File: src/logic/sci_pkg.sv
package sci_pkg;
   // receive oversampling: one bit spans sixteen sub-ticks, voted at 7, 8 and 9
   localparam logic [3:0]  SUB_FIRST    = 4'h7;
   localparam logic [3:0]  SUB_MID      = 4'h9;
   localparam logic [3:0]  SUB_LAST     = 4'hF;
   // shared prescale factors picked by the two-bit field
   localparam logic [3:0]  PR_SEL0      = 4'h1;
   localparam logic [3:0]  PR_SEL1      = 4'h3;
   localparam logic [3:0]  PR_SEL2      = 4'h4;
   localparam logic [3:0]  PR_SEL3      = 4'hD;
   // last data bit index and whole frame length for 8 and 9 bit words
   localparam logic [3:0]  LAST_BIT_8   = 4'h7;
   localparam logic [3:0]  LAST_BIT_9   = 4'h8;
   localparam logic [3:0]  FRAME_LEN_8  = 4'hA;
   localparam logic [3:0]  FRAME_LEN_9  = 4'hB;
   // idle line: ten or eleven high bit times, in sub-ticks
   localparam logic [7:0]  IDLE_TICKS_8 = 8'hA0;
   localparam logic [7:0]  IDLE_TICKS_9 = 8'hB0;
   localparam logic [7:0]  FINE_OFF     = 8'h00;
   localparam int          FIFO_DEPTH   = 4;
   localparam int          WORD_W       = 9;

   typedef enum logic [1:0] {
      RX_IDLE  = 2'b00,
      RX_START = 2'b01,
      RX_DATA  = 2'b10,
      RX_STOP  = 2'b11
   } rx_state_t;

   typedef enum logic [0:0] {
      TX_IDLE  = 1'b0,
      TX_SHIFT = 1'b1
   } tx_state_t;

   typedef struct packed {
      logic tx_empty_flag;
      logic tx_done_flag;
      logic rx_full_flag;
      logic idle_flag;
      logic overrun_flag;
      logic noise_flag;
      logic framing_fault_flag;
      logic parity_fault_flag;
   } status_t;

   localparam status_t STATUS_RESET = 8'hC0;

   typedef struct packed {
      logic tx_empty_irq_en;
      logic tx_done_irq_en;
      logic rx_irq_en;
      logic idle_irq_en;
      logic parity_irq_en;
      logic header_detect_irq_en;
   } irq_en_t;

   typedef struct packed {
      logic [1:0] shared_prescale_sel;
      logic [2:0] tx_rate_sel;
      logic [2:0] rx_rate_sel;
      logic [7:0] tx_fine_factor;
      logic [7:0] rx_fine_factor;
   } baud_cfg_t;

   typedef struct packed {
      logic word9;
      logic parity_enable;
      logic parity_odd_sel;
      logic wake_addr;
   } frame_cfg_t;
endpackage

File: src/logic/sci_rx_errors_baud_wakeup_parity.sv
`timescale 1ns/100ps
// Notes on behaviour
// - noise flag rises with receive-full, no own irq
// - noise and framing clear by status-then-data read
// - missing stop bit means framing fault
// - framing fault still transfers data, no irq
// - break shows as framing fault with zeros
// - rates are clock over sixteen, prescale, divisor
// - shared prescale one, three, four or thirteen
// - per-direction power-of-two divisor, one to 128
// - nonzero fine prescale divides further; zero bypasses
// - muted receiver sets no flags, no irqs
// - wake by idle line or address mark
// - idle wake clears mute, not idle flag
// - address mark wakes and word received normally
// - address mark uses data msb, not parity
// - frame formats follow word length and parity
// - parity makes ones count even or odd
// - transmit parity replaces data msb
// - parity mismatch sets fault, optional irq
// - wait mode unaffected, enabled irqs wake
// - halt freezes everything but the transmit buffer, which still takes writes; no halt exit
// - all events share one masked irq
// - word length bit picks eight or nine
// - parity sense changes only between characters
// - framing plus overrun sets only overrun

module sci_word_fifo #(
   parameter int WIDTH = 9,
   parameter int DEPTH = 4
) (
   input  wire logic             clk,       // core clock
   input  wire logic             rst_n,     // synchronised reset
   input  wire logic             in_valid,  // word offered
   input  wire logic [WIDTH-1:0] in_data,   // word in
   output logic                  in_ready,  // room for a word
   output logic                  out_valid, // word available
   output logic      [WIDTH-1:0] out_data,  // oldest word
   input  wire logic             out_ready  // consumer takes word
);
   localparam int AW = $clog2(DEPTH);
   localparam logic [AW:0] FULL = (AW+1)'(DEPTH);

   typedef struct packed {
      logic [DEPTH-1:0][WIDTH-1:0] mem;
      logic [AW-1:0]               wp;
      logic [AW-1:0]               rp;
      logic [AW:0]                 cnt;
      logic                        space;
   } fifo_state_t;

   fifo_state_t s_r;
   fifo_state_t s_nxt;
   logic        push;
   logic        pop;

   always_comb begin
      s_nxt = s_r;
      push  = in_valid && s_r.space;
      pop   = out_ready && (s_r.cnt != '0);
      if (push) begin
         s_nxt.mem[s_r.wp] = in_data;
         s_nxt.wp          = s_r.wp + 1'b1;
      end
      if (pop) begin
         s_nxt.rp = s_r.rp + 1'b1;
      end
      s_nxt.cnt   = s_r.cnt + (AW+1)'(push) - (AW+1)'(pop);
      s_nxt.space = (s_nxt.cnt != FULL);
   end

   always_ff @(posedge clk or negedge rst_n) begin
      if (!rst_n) begin
         s_r       <= '0;
         s_r.space <= 1'b1;
      end else begin
         s_r <= s_nxt;
      end
   end

   assign in_ready  = s_r.space;
   assign out_valid = (s_r.cnt != '0);
   assign out_data  = s_r.mem[s_r.rp];
endmodule

module sci_rx_errors_baud_wakeup_parity
   import sci_pkg::*;
(
   input  wire logic         core_clk,            // 50 MHz core clock
   input  wire logic         reset_n,             // async reset
   input  wire logic         rx_pin,              // serial receive line
   output logic              tx_pin,              // serial transmit line
   input  wire baud_cfg_t    baud_cfg,            // divider settings
   input  wire frame_cfg_t   frame_cfg,           // word length, parity, wake method
   input  wire irq_en_t      irq_en,              // per-event enables
   input  wire logic         tx_en,               // transmitter enable
   input  wire logic         rx_en,               // receiver enable
   input  wire logic         mute_wr,             // write strobe for mute bit
   input  wire logic         mute_wdata,          // value written to mute bit
   input  wire logic         header_detect_flag,  // header event from link logic
   input  wire logic         cpu_mask,            // cpu interrupt mask set
   input  wire logic         halt,                // halt mode
   input  wire logic         status_rd,           // status register read
   input  wire logic         data_rd,             // data register read
   input  wire logic         data_wr,             // data register write
   input  wire logic [8:0]   wr_data,             // word to transmit
   output logic              wr_ready,            // transmit buffer has room
   output status_t           status,              // status flags
   output logic      [8:0]   serial_data_reg,     // received word
   output logic              rx_mute_bit,         // receiver muted
   output logic              irq_req,             // shared interrupt request
   output logic              wake_req             // wait mode exit request
);
   typedef struct packed {
      logic        sync1;
      logic        sync2;
      logic [19:0] rx_cnt;
      logic [19:0] tx_cnt;
      rx_state_t   rx_st;
      logic [3:0]  rx_sub;
      logic [3:0]  rx_bit;
      logic [8:0]  rx_sh;
      logic [1:0]  rx_smp;
      logic        rx_noisy;
      logic        rx_word9;
      logic        rx_odd;
      logic [7:0]  idle_cnt;
      logic        idle_arm;
      tx_state_t   tx_st;
      logic [3:0]  tx_sub;
      logic [3:0]  tx_bit;
      logic [3:0]  tx_len;
      logic [10:0] tx_sh;
      logic        tx_odd;
      status_t     st;
      logic [8:0]  data;
      logic        mute;
      logic        armed;
      logic        irq;
      logic        wake;
      logic        tx_pin;
   } core_state_t;

   core_state_t s_r;
   core_state_t s_nxt;
   logic        rst_q1;
   logic        rst_q2;
   logic        rst_n;
   logic        f_valid;
   logic [8:0]  f_data;
   logic        pop;
   logic        rx_tick;
   logic        tx_tick;
   logic [2:0]  vote;
   logic        maj;
   logic        noisy;
   logic        done;
   logic        stop_low;
   logic [8:0]  rx_word;
   logic        msb;
   logic        par_bad;
   logic        accept;
   logic [7:0]  idle_lim;
   logic [8:0]  td;

   always_ff @(posedge core_clk or negedge reset_n) begin
      if (!reset_n) begin
         rst_q1 <= 1'b0;
         rst_q2 <= 1'b0;
      end else begin
         rst_q1 <= 1'b1;
         rst_q2 <= rst_q1;
      end
   end
   assign rst_n = rst_q2;

   // decoupling the writer from frame timing; a write to a full buffer is dropped
   sci_word_fifo #(.WIDTH(WORD_W), .DEPTH(FIFO_DEPTH)) tx_fifo (
      .clk       (core_clk),
      .rst_n     (rst_n),
      .in_valid  (data_wr),
      .in_data   (wr_data),
      .in_ready  (wr_ready),
      .out_valid (f_valid),
      .out_data  (f_data),
      .out_ready (pop)
   );

   function automatic logic [19:0] div_len(input logic [1:0] p, input logic [2:0] r,
                                           input logic [7:0] f);
      logic [3:0]  pr;
      logic [19:0] base;
      case (p)
         2'h0:    pr = PR_SEL0;
         2'h1:    pr = PR_SEL1;
         2'h2:    pr = PR_SEL2;
         default: pr = PR_SEL3;
      endcase
      base    = 20'(pr) << r;
      div_len = base * 20'((f == FINE_OFF) ? 8'h01 : f);
   endfunction

   always_comb begin
      s_nxt    = s_r;
      pop      = 1'b0;
      done     = 1'b0;
      stop_low = 1'b0;
      s_nxt.sync1 = rx_pin;
      s_nxt.sync2 = s_r.sync1;

      // sub-tick enables at sixteen times each bit rate
      rx_tick = (s_r.rx_cnt == 20'h00000);
      tx_tick = (s_r.tx_cnt == 20'h00000);
      s_nxt.rx_cnt = rx_tick ? div_len(baud_cfg.shared_prescale_sel, baud_cfg.rx_rate_sel,
                                       baud_cfg.rx_fine_factor) - 20'h00001
                             : s_r.rx_cnt - 20'h00001;
      s_nxt.tx_cnt = tx_tick ? div_len(baud_cfg.shared_prescale_sel, baud_cfg.tx_rate_sel,
                                       baud_cfg.tx_fine_factor) - 20'h00001
                             : s_r.tx_cnt - 20'h00001;

      vote  = {s_r.rx_smp, s_r.sync2};
      maj   = (vote[0] & vote[1]) | (vote[0] & vote[2]) | (vote[1] & vote[2]);
      noisy = (|vote) && !(&vote);

      if (rx_en && rx_tick) begin
         if (s_r.rx_st == RX_IDLE) begin
            // level start, so a start bit right behind a low stop is still caught
            if (!s_r.sync2) begin
               s_nxt.rx_st    = RX_START;
               s_nxt.rx_sub   = 4'h0;
               s_nxt.rx_bit   = 4'h0;
               s_nxt.rx_noisy = 1'b0;
               s_nxt.rx_word9 = frame_cfg.word9;
               s_nxt.rx_odd   = frame_cfg.parity_odd_sel;
            end
         end else begin
            s_nxt.rx_sub = s_r.rx_sub + 4'h1;
            if (s_r.rx_sub >= SUB_FIRST && s_r.rx_sub < SUB_MID) begin
               s_nxt.rx_smp = {s_r.rx_smp[0], s_r.sync2};
            end
            if (s_r.rx_sub == SUB_MID) begin
               case (s_r.rx_st)
                  RX_START: begin
                     if (maj) begin
                        s_nxt.rx_st = RX_IDLE;
                     end
                  end
                  RX_DATA: begin
                     s_nxt.rx_sh    = {maj, s_r.rx_sh[8:1]};
                     s_nxt.rx_noisy = s_r.rx_noisy | noisy;
                  end
                  RX_STOP: begin
                     done        = 1'b1;
                     stop_low    = !maj;
                     s_nxt.rx_st = RX_IDLE;
                  end
                  default: begin
                  end
               endcase
            end
            if (s_r.rx_sub == SUB_LAST) begin
               if (s_r.rx_st == RX_START) begin
                  s_nxt.rx_st = RX_DATA;
               end else if (s_r.rx_st == RX_DATA) begin
                  s_nxt.rx_bit = s_r.rx_bit + 4'h1;
                  if (s_r.rx_bit == (s_r.rx_word9 ? LAST_BIT_9 : LAST_BIT_8)) begin
                     s_nxt.rx_st = RX_STOP;
                  end
               end
            end
         end
      end
      if (!rx_en) begin
         s_nxt.rx_st = RX_IDLE;
      end

      // software access sequence; hardware sets further down win over these clears
      if (status_rd) begin
         s_nxt.armed = 1'b1;
      end
      if (data_rd && s_r.armed) begin
         s_nxt.st.rx_full_flag       = 1'b0;
         s_nxt.st.idle_flag          = 1'b0;
         s_nxt.st.overrun_flag       = 1'b0;
         s_nxt.st.noise_flag         = 1'b0;
         s_nxt.st.framing_fault_flag = 1'b0;
         s_nxt.st.parity_fault_flag  = 1'b0;
         s_nxt.armed                 = 1'b0;
      end
      if (data_wr && s_r.armed) begin
         s_nxt.st.tx_empty_flag = 1'b0;
         s_nxt.st.tx_done_flag  = 1'b0;
         s_nxt.armed            = 1'b0;
      end

      // word completion
      rx_word = s_r.rx_word9 ? s_r.rx_sh : {1'b0, s_r.rx_sh[8:1]};
      if (frame_cfg.parity_enable) begin
         msb = s_r.rx_word9 ? rx_word[7] : rx_word[6];
      end else begin
         msb = s_r.rx_word9 ? rx_word[8] : rx_word[7];
      end
      par_bad = frame_cfg.parity_enable && ((^rx_word) != s_r.rx_odd);
      accept  = !s_r.mute || (frame_cfg.wake_addr && msb);
      if (done && accept) begin
         s_nxt.mute = 1'b0;
         if (s_r.st.rx_full_flag) begin
            s_nxt.st.overrun_flag = 1'b1;
         end else begin
            s_nxt.data                  = rx_word;
            s_nxt.st.rx_full_flag       = 1'b1;
            s_nxt.st.noise_flag         = s_r.rx_noisy | noisy;
            s_nxt.st.framing_fault_flag = stop_low;
            s_nxt.st.parity_fault_flag  = par_bad;
            s_nxt.idle_arm              = 1'b1;
         end
      end

      // idle line: counts only in idle state with the line high
      idle_lim = frame_cfg.word9 ? IDLE_TICKS_9 : IDLE_TICKS_8;
      if (rx_en && rx_tick) begin
         if (s_r.rx_st == RX_IDLE && s_r.sync2) begin
            if (s_r.idle_cnt != idle_lim) begin
               s_nxt.idle_cnt = s_r.idle_cnt + 8'h01;
               if (s_nxt.idle_cnt == idle_lim) begin
                  if (s_r.mute) begin
                     if (!frame_cfg.wake_addr) begin
                        s_nxt.mute = 1'b0;
                     end
                  end else if (s_r.idle_arm) begin
                     s_nxt.st.idle_flag = 1'b1;
                     s_nxt.idle_arm     = 1'b0;
                  end
               end
            end
         end else begin
            s_nxt.idle_cnt = 8'h00;
         end
      end
      if (mute_wr) begin
         s_nxt.mute = mute_wdata;
      end

      // transmitter
      td = f_data;
      if (frame_cfg.parity_enable) begin
         if (frame_cfg.word9) begin
            td[8] = (^f_data[7:0]) ^ frame_cfg.parity_odd_sel;
         end else begin
            td[7] = (^f_data[6:0]) ^ frame_cfg.parity_odd_sel;
         end
      end
      if (s_r.tx_st == TX_IDLE) begin
         s_nxt.tx_pin = 1'b1;
         if (tx_en && f_valid) begin
            pop                    = 1'b1;
            s_nxt.tx_st            = TX_SHIFT;
            s_nxt.tx_sub           = 4'h0;
            s_nxt.tx_bit           = 4'h0;
            s_nxt.tx_odd           = frame_cfg.parity_odd_sel;
            s_nxt.tx_len           = frame_cfg.word9 ? FRAME_LEN_9 : FRAME_LEN_8;
            s_nxt.tx_sh            = frame_cfg.word9 ? {1'b1, td, 1'b0}
                                                     : {2'b11, td[7:0], 1'b0};
            s_nxt.tx_pin           = 1'b0;
            s_nxt.st.tx_empty_flag = 1'b1;
         end
      end else if (tx_tick) begin
         s_nxt.tx_sub = s_r.tx_sub + 4'h1;
         if (s_r.tx_sub == SUB_LAST) begin
            s_nxt.tx_sh  = {1'b1, s_r.tx_sh[10:1]};
            s_nxt.tx_bit = s_r.tx_bit + 4'h1;
            s_nxt.tx_pin = s_r.tx_sh[1];
            if (s_r.tx_bit == s_r.tx_len - 4'h1) begin
               s_nxt.tx_st           = TX_IDLE;
               s_nxt.tx_pin          = 1'b1;
               s_nxt.st.tx_done_flag = 1'b1;
            end
         end
      end
      if (!tx_en) begin
         s_nxt.tx_st  = TX_IDLE;
         s_nxt.tx_pin = 1'b1;
      end

      // one shared request; noise and framing have no enable of their own
      s_nxt.irq = !cpu_mask && (
         (irq_en.tx_empty_irq_en && s_nxt.st.tx_empty_flag) ||
         (irq_en.tx_done_irq_en && s_nxt.st.tx_done_flag) ||
         (!s_nxt.mute && irq_en.rx_irq_en &&
          (s_nxt.st.rx_full_flag || s_nxt.st.overrun_flag)) ||
         (!s_nxt.mute && irq_en.idle_irq_en && s_nxt.st.idle_flag) ||
         (!s_nxt.mute && irq_en.parity_irq_en && s_nxt.st.parity_fault_flag) ||
         (irq_en.header_detect_irq_en && header_detect_flag));
      s_nxt.wake = s_nxt.irq;

      if (halt) begin
         pop        = 1'b0;
         s_nxt      = s_r;
         s_nxt.wake = 1'b0;
      end
   end

   always_ff @(posedge core_clk or negedge rst_n) begin
      if (!rst_n) begin
         s_r        <= '0;
         s_r.sync1  <= 1'b1;
         s_r.sync2  <= 1'b1;
         s_r.st     <= STATUS_RESET;
         s_r.tx_pin <= 1'b1;
      end else begin
         s_r <= s_nxt;
      end
   end

   assign tx_pin          = s_r.tx_pin;
   assign status          = s_r.st;
   assign serial_data_reg = s_r.data;
   assign rx_mute_bit     = s_r.mute;
   assign irq_req         = s_r.irq;
   assign wake_req        = s_r.wake;
endmodule

File: config.mk
export PLATFORM = sky130hd
export DESIGN_NAME = sci_rx_errors_baud_wakeup_parity
export DESIGN_NICKNAME = d
export VERILOG_FILES = /design/src/logic/sci_pkg.sv /design/src/logic/sci_rx_errors_baud_wakeup_parity.sv
export SDC_FILE = /design/constraint.sdc
export NUM_CORES = 1
export LEC_CHECK = 0
export ABC_AREA = 1
export BUFFER_PORTS_ARGS = -buffer_cell sky130_fd_sc_hd__buf_4
export CORE_ASPECT_RATIO = 0.7
export CORE_UTILIZATION = 62
export CTS_BUF_LIST = sky130_fd_sc_hd__clkbuf_8 sky130_fd_sc_hd__clkbuf_16
export CTS_CLUSTER_SIZE = 25
export DETAILED_ROUTE_END_ITERATION = 10
export HOLD_SLACK_MARGIN = 0.1
export PLACE_DENSITY = 0.8
export SYNTH_ARGS = -nofsm -noshare
export SYNTH_HDL_FRONTEND = slang
export SYNTH_HIERARCHICAL = 1
export SYNTH_SLANG_ARGS = --single-unit
File: constraint.sdc
create_clock -name core_clk -period 6.55 [get_ports core_clk]
set_clock_uncertainty 0.2 [all_clocks]
set_input_delay 0.655 -clock core_clk [delete_from_list [all_inputs] [get_ports core_clk]]
set_output_delay 0.655 -clock core_clk [all_outputs]
set_load 0.02 [all_outputs]
==> results.yml <==
timing:
  relSlewSlack: 0.3219
  slew_violations: 0
  period_needed_ns: 5.964
  timing.fmax_mhz: 167.7
  worst_slack_ns: 0.5863
  totalNegativeSetupSlack_ns: 0
  period_share: 0.9105
  timing_hold_violations_final: 0
  tightest_slew_ns: 1.017
  rsz0062_at_grt: "no"
  setup_violations: 0
power_and_ir_drop:
  leakagePower_nw: 9.229
  power_density_nw_per_um2: 296.0
  vdd.ir_drop.worst_mv: 0.2258
finish:
  final_cell_area_um2: 17520
  area_growth_pct: 7.832
  drive_gt1_frac: 0.08425
  finalNonFillerCells: 2598
  n_antenna_cell: 0
  final_nets: 2543
  largest_reg_flops: 97
clock_network:
  clock_sinks: 164
  cts_tree: "done"
  post_cts_buffers: 0
  clk_latency_ns: 0.43
  h-tree-depth: 4
  clk_path_buf_depth: 2
  clockRootBuffer: "clkbuf_16"
  clkTransAtPathRegs_ns: 0.07
  hold_buffers: 2
  cts_made_buffers: 17
  cts.repair.resized: 0
setup_path:
  path_class: "input port to flop"
  startpoint_type: "input port"
  crit_arrival_ns: 6.05
  crit_required_ns: 6.63
  worstPathMaxFanout: 6
  path_common_cell: "inv_1"
  worstSetupStartpoint: "baud_cfg[22]"
  end_kind: "flop"
  timing.rr.start: "tx_fifo/s_r[2]"
  slowest_delay_ns: 0.55
  crit_slowest_cell: "fa_1"
grt:
  grt_max_degree: 81
  grt_first_pass_wirelength_um: 63070
  first_global_vias: 13500
  antenna_found_initial: 0
  grtUsageTotal: 0.2866
  gr-total-overflow: 0
floorplan:
  fp.dieW_um: 195.5
  core_area_um2: 25690
  dieArea_um2: 26870
  initial_core_util: 0.6325
  io_pins: 78
  die_h_um: 137.4
  rows: 49
placed_design:
  placed_area_um2: 16930
  dp_worst_setup_slack_ns: 0.2338
  port_buffers: 77
  dp_hpwl_um: 28840
  dp_cells: 2564
  gp_congestion: 0.9382
logic_synthesis:
  synth_cells: 2211
  synth-seq-cells: 164
  netlist_area_um2: 16250
  ys_seq_area_frac: 0.2530
  ys_types: 59
  yosysWarnings: 6
  syn_area_per_cell_um2: 7.349
  syn-num-nets: 2500
detailed_routing:
  via_count: 14300
  firstDrtPassIters: 6
  drtAntennaViolNets: 0
  drt_wl_total_um: 37000
  drt-initial-drc-count: 1169
  routed_via_density: 5.504
  routedWlPerCell_um: 14.24
  drc: 0
flow_run:
  cap_violations: 0
worst_hold_path:
  min_path_type: "flop to async pin"
status:
  status: "finished, final reports clean"
-- cell type report --
type | count | area [um^2]
Clock buffer | 17 | 425.4
Clock inverter | 15 | 133.9
Multi-Input combinational cell | 1559 | 10170
Fill cell | 2139 | 8168
Timing Repair Buffer | 85 | 653.1
Sequential cell | 164 | 4115
Inverter | 427 | 1608
Tap cell | 331 | 414.1
-- synthesized netlist by cell type (all sizes together) --
cell type / instances / area (um^2)
dfrtp: 158 / 3954
nor3: 17 / 106.4
o22ai: 2 / 12.51
conb: 1 / 3.750
a21oi: 86 / 434.2
mux2: 3 / 33.78
o41ai: 1 / 8.760
xnor2: 22 / 192.7
nor3b: 1 / 7.510
a211oi: 2 / 15.01
buf: 33 / 252.7
or2: 10 / 62.56
a31oi: 19 / 118.9
a32o: 3 / 30.03
a2bb2oi: 1 / 8.760
clkbuf: 28 / 105.1
dfstp: 6 / 157.7
a221oi: 2 / 17.52
nor4: 6 / 43.79
o21bai: 3 / 22.52
o32ai: 1 / 8.760
o211ai: 9 / 67.56
clkinv: 5 / 18.77
mux2i: 1 / 10.01
fa: 119 / 2382
nand3b: 3 / 22.52
a22oi: 11 / 82.58
a21boi: 5 / 37.54
o21ai: 190 / 1015
and2: 1 / 6.260
nand3: 78 / 427.9
xor2: 26 / 227.7
a21o: 5 / 37.54
nand2: 564 / 2172
ha: 114 / 1426
a32oi: 1 / 8.760
o2bb2ai: 1 / 8.760
nand4: 18 / 112.6
nor2: 225 / 923.4
o31ai: 7 / 66.31
inv: 422 / 1589
a22o: 1 / 8.760
-- stage by stage --
step,power (mW),utilization,hold slack [ns]
after floorplan,3.590,-,0.1312
after global placement,4.085,0.6591,0.04478
after detailed placement,4.180,0.6591,0.05060
after CTS,5.166,0.6820,0.1048
after global routing,5.665,0.6820,0.1060
final,5.187,0.6820,0.09239
-- report_power, final --
group | internal [mW] | switching (mW)
combinational | 1.04 | 1.73
sequential | 1.25 | 0.194
clock | 0.525 | 0.443
-- kinds of logic after synthesis --
| kind of cell | after synthesis | synth area share |
|---|---|---|
| other | 1 | 0.0002308 |
| DFF | 164 | 0.2530 |
| and+or+nand+nor | 923 | 0.2391 |
| buffers and inverters | 488 | 0.1210 |
| AOI/OAI and AO/OA | 350 | 0.1237 |
| adders and majority gates | 233 | 0.2344 |
| muxes | 4 | 0.002695 |
| xor gates and xnor gates | 48 | 0.02587 |
-- per-layer routing --
layer,global-route usage,vias up,share of wire
met3,0.05239,43,0.073
met4,0.04768,0,0.0085
met5,0,-,0
li1,-,6983,-
met2,0.4482,507,0.45
met1,0.4214,6766,0.47
-- worst max-delay path, delay by kind of cell --
kind	cells	cell delay, ns
AO/OA/AOI/OAI	7	1.34
adder cells (fa/ha/maj)	5	2.37
buffers and inverters	9	0.75
AND/OR/NAND/NOR	6	0.96
-- layout by cell type, fill, tap and decap left out, drive strengths merged, types with 2 or more instances in the layout --
cell type,Yosys,routed
o21ai,190,190
a32o,3,3
nor2,225,225
o211ai,9,9
or2,10,10
o21bai,3,3
dfrtp,158,158
a22oi,11,11
a211oi,2,2
a21o,5,5
a31oi,19,19
a21oi,86,86
nand3,78,78
mux2,3,3
o31ai,7,7
buf,33,84
fa,119,119
clkinv,5,10
nand2,564,564
nand3b,3,3
xor2,26,26
nor3,17,17
dfstp,6,6
nor4,6,6
a21boi,5,5
inv,422,427
clkinvlp,0,4
nand4,18,18
xnor2,22,22
a221oi,2,2
o22ai,2,2
clkbuf,28,17
ha,114,114
-- worst paths after layout --
kind | end | slack [ns] | depth (start not counted)
worst min register to register | tx_fifo/s_r[9] | 0.09 | 1
worst max register to register | tx_fifo/in_ready | 2.95 | 18
max in group asynchronous | rx_mute_bit | 5.03 | 1
worst min-delay path | tx_fifo/s_r[9] | 0.09 | 1
min in group core_clk | rst_n | 0.15 | 0
worst max-delay path | s_r[112] | 0.59 | 27
(Power assumes the default switching activity.)
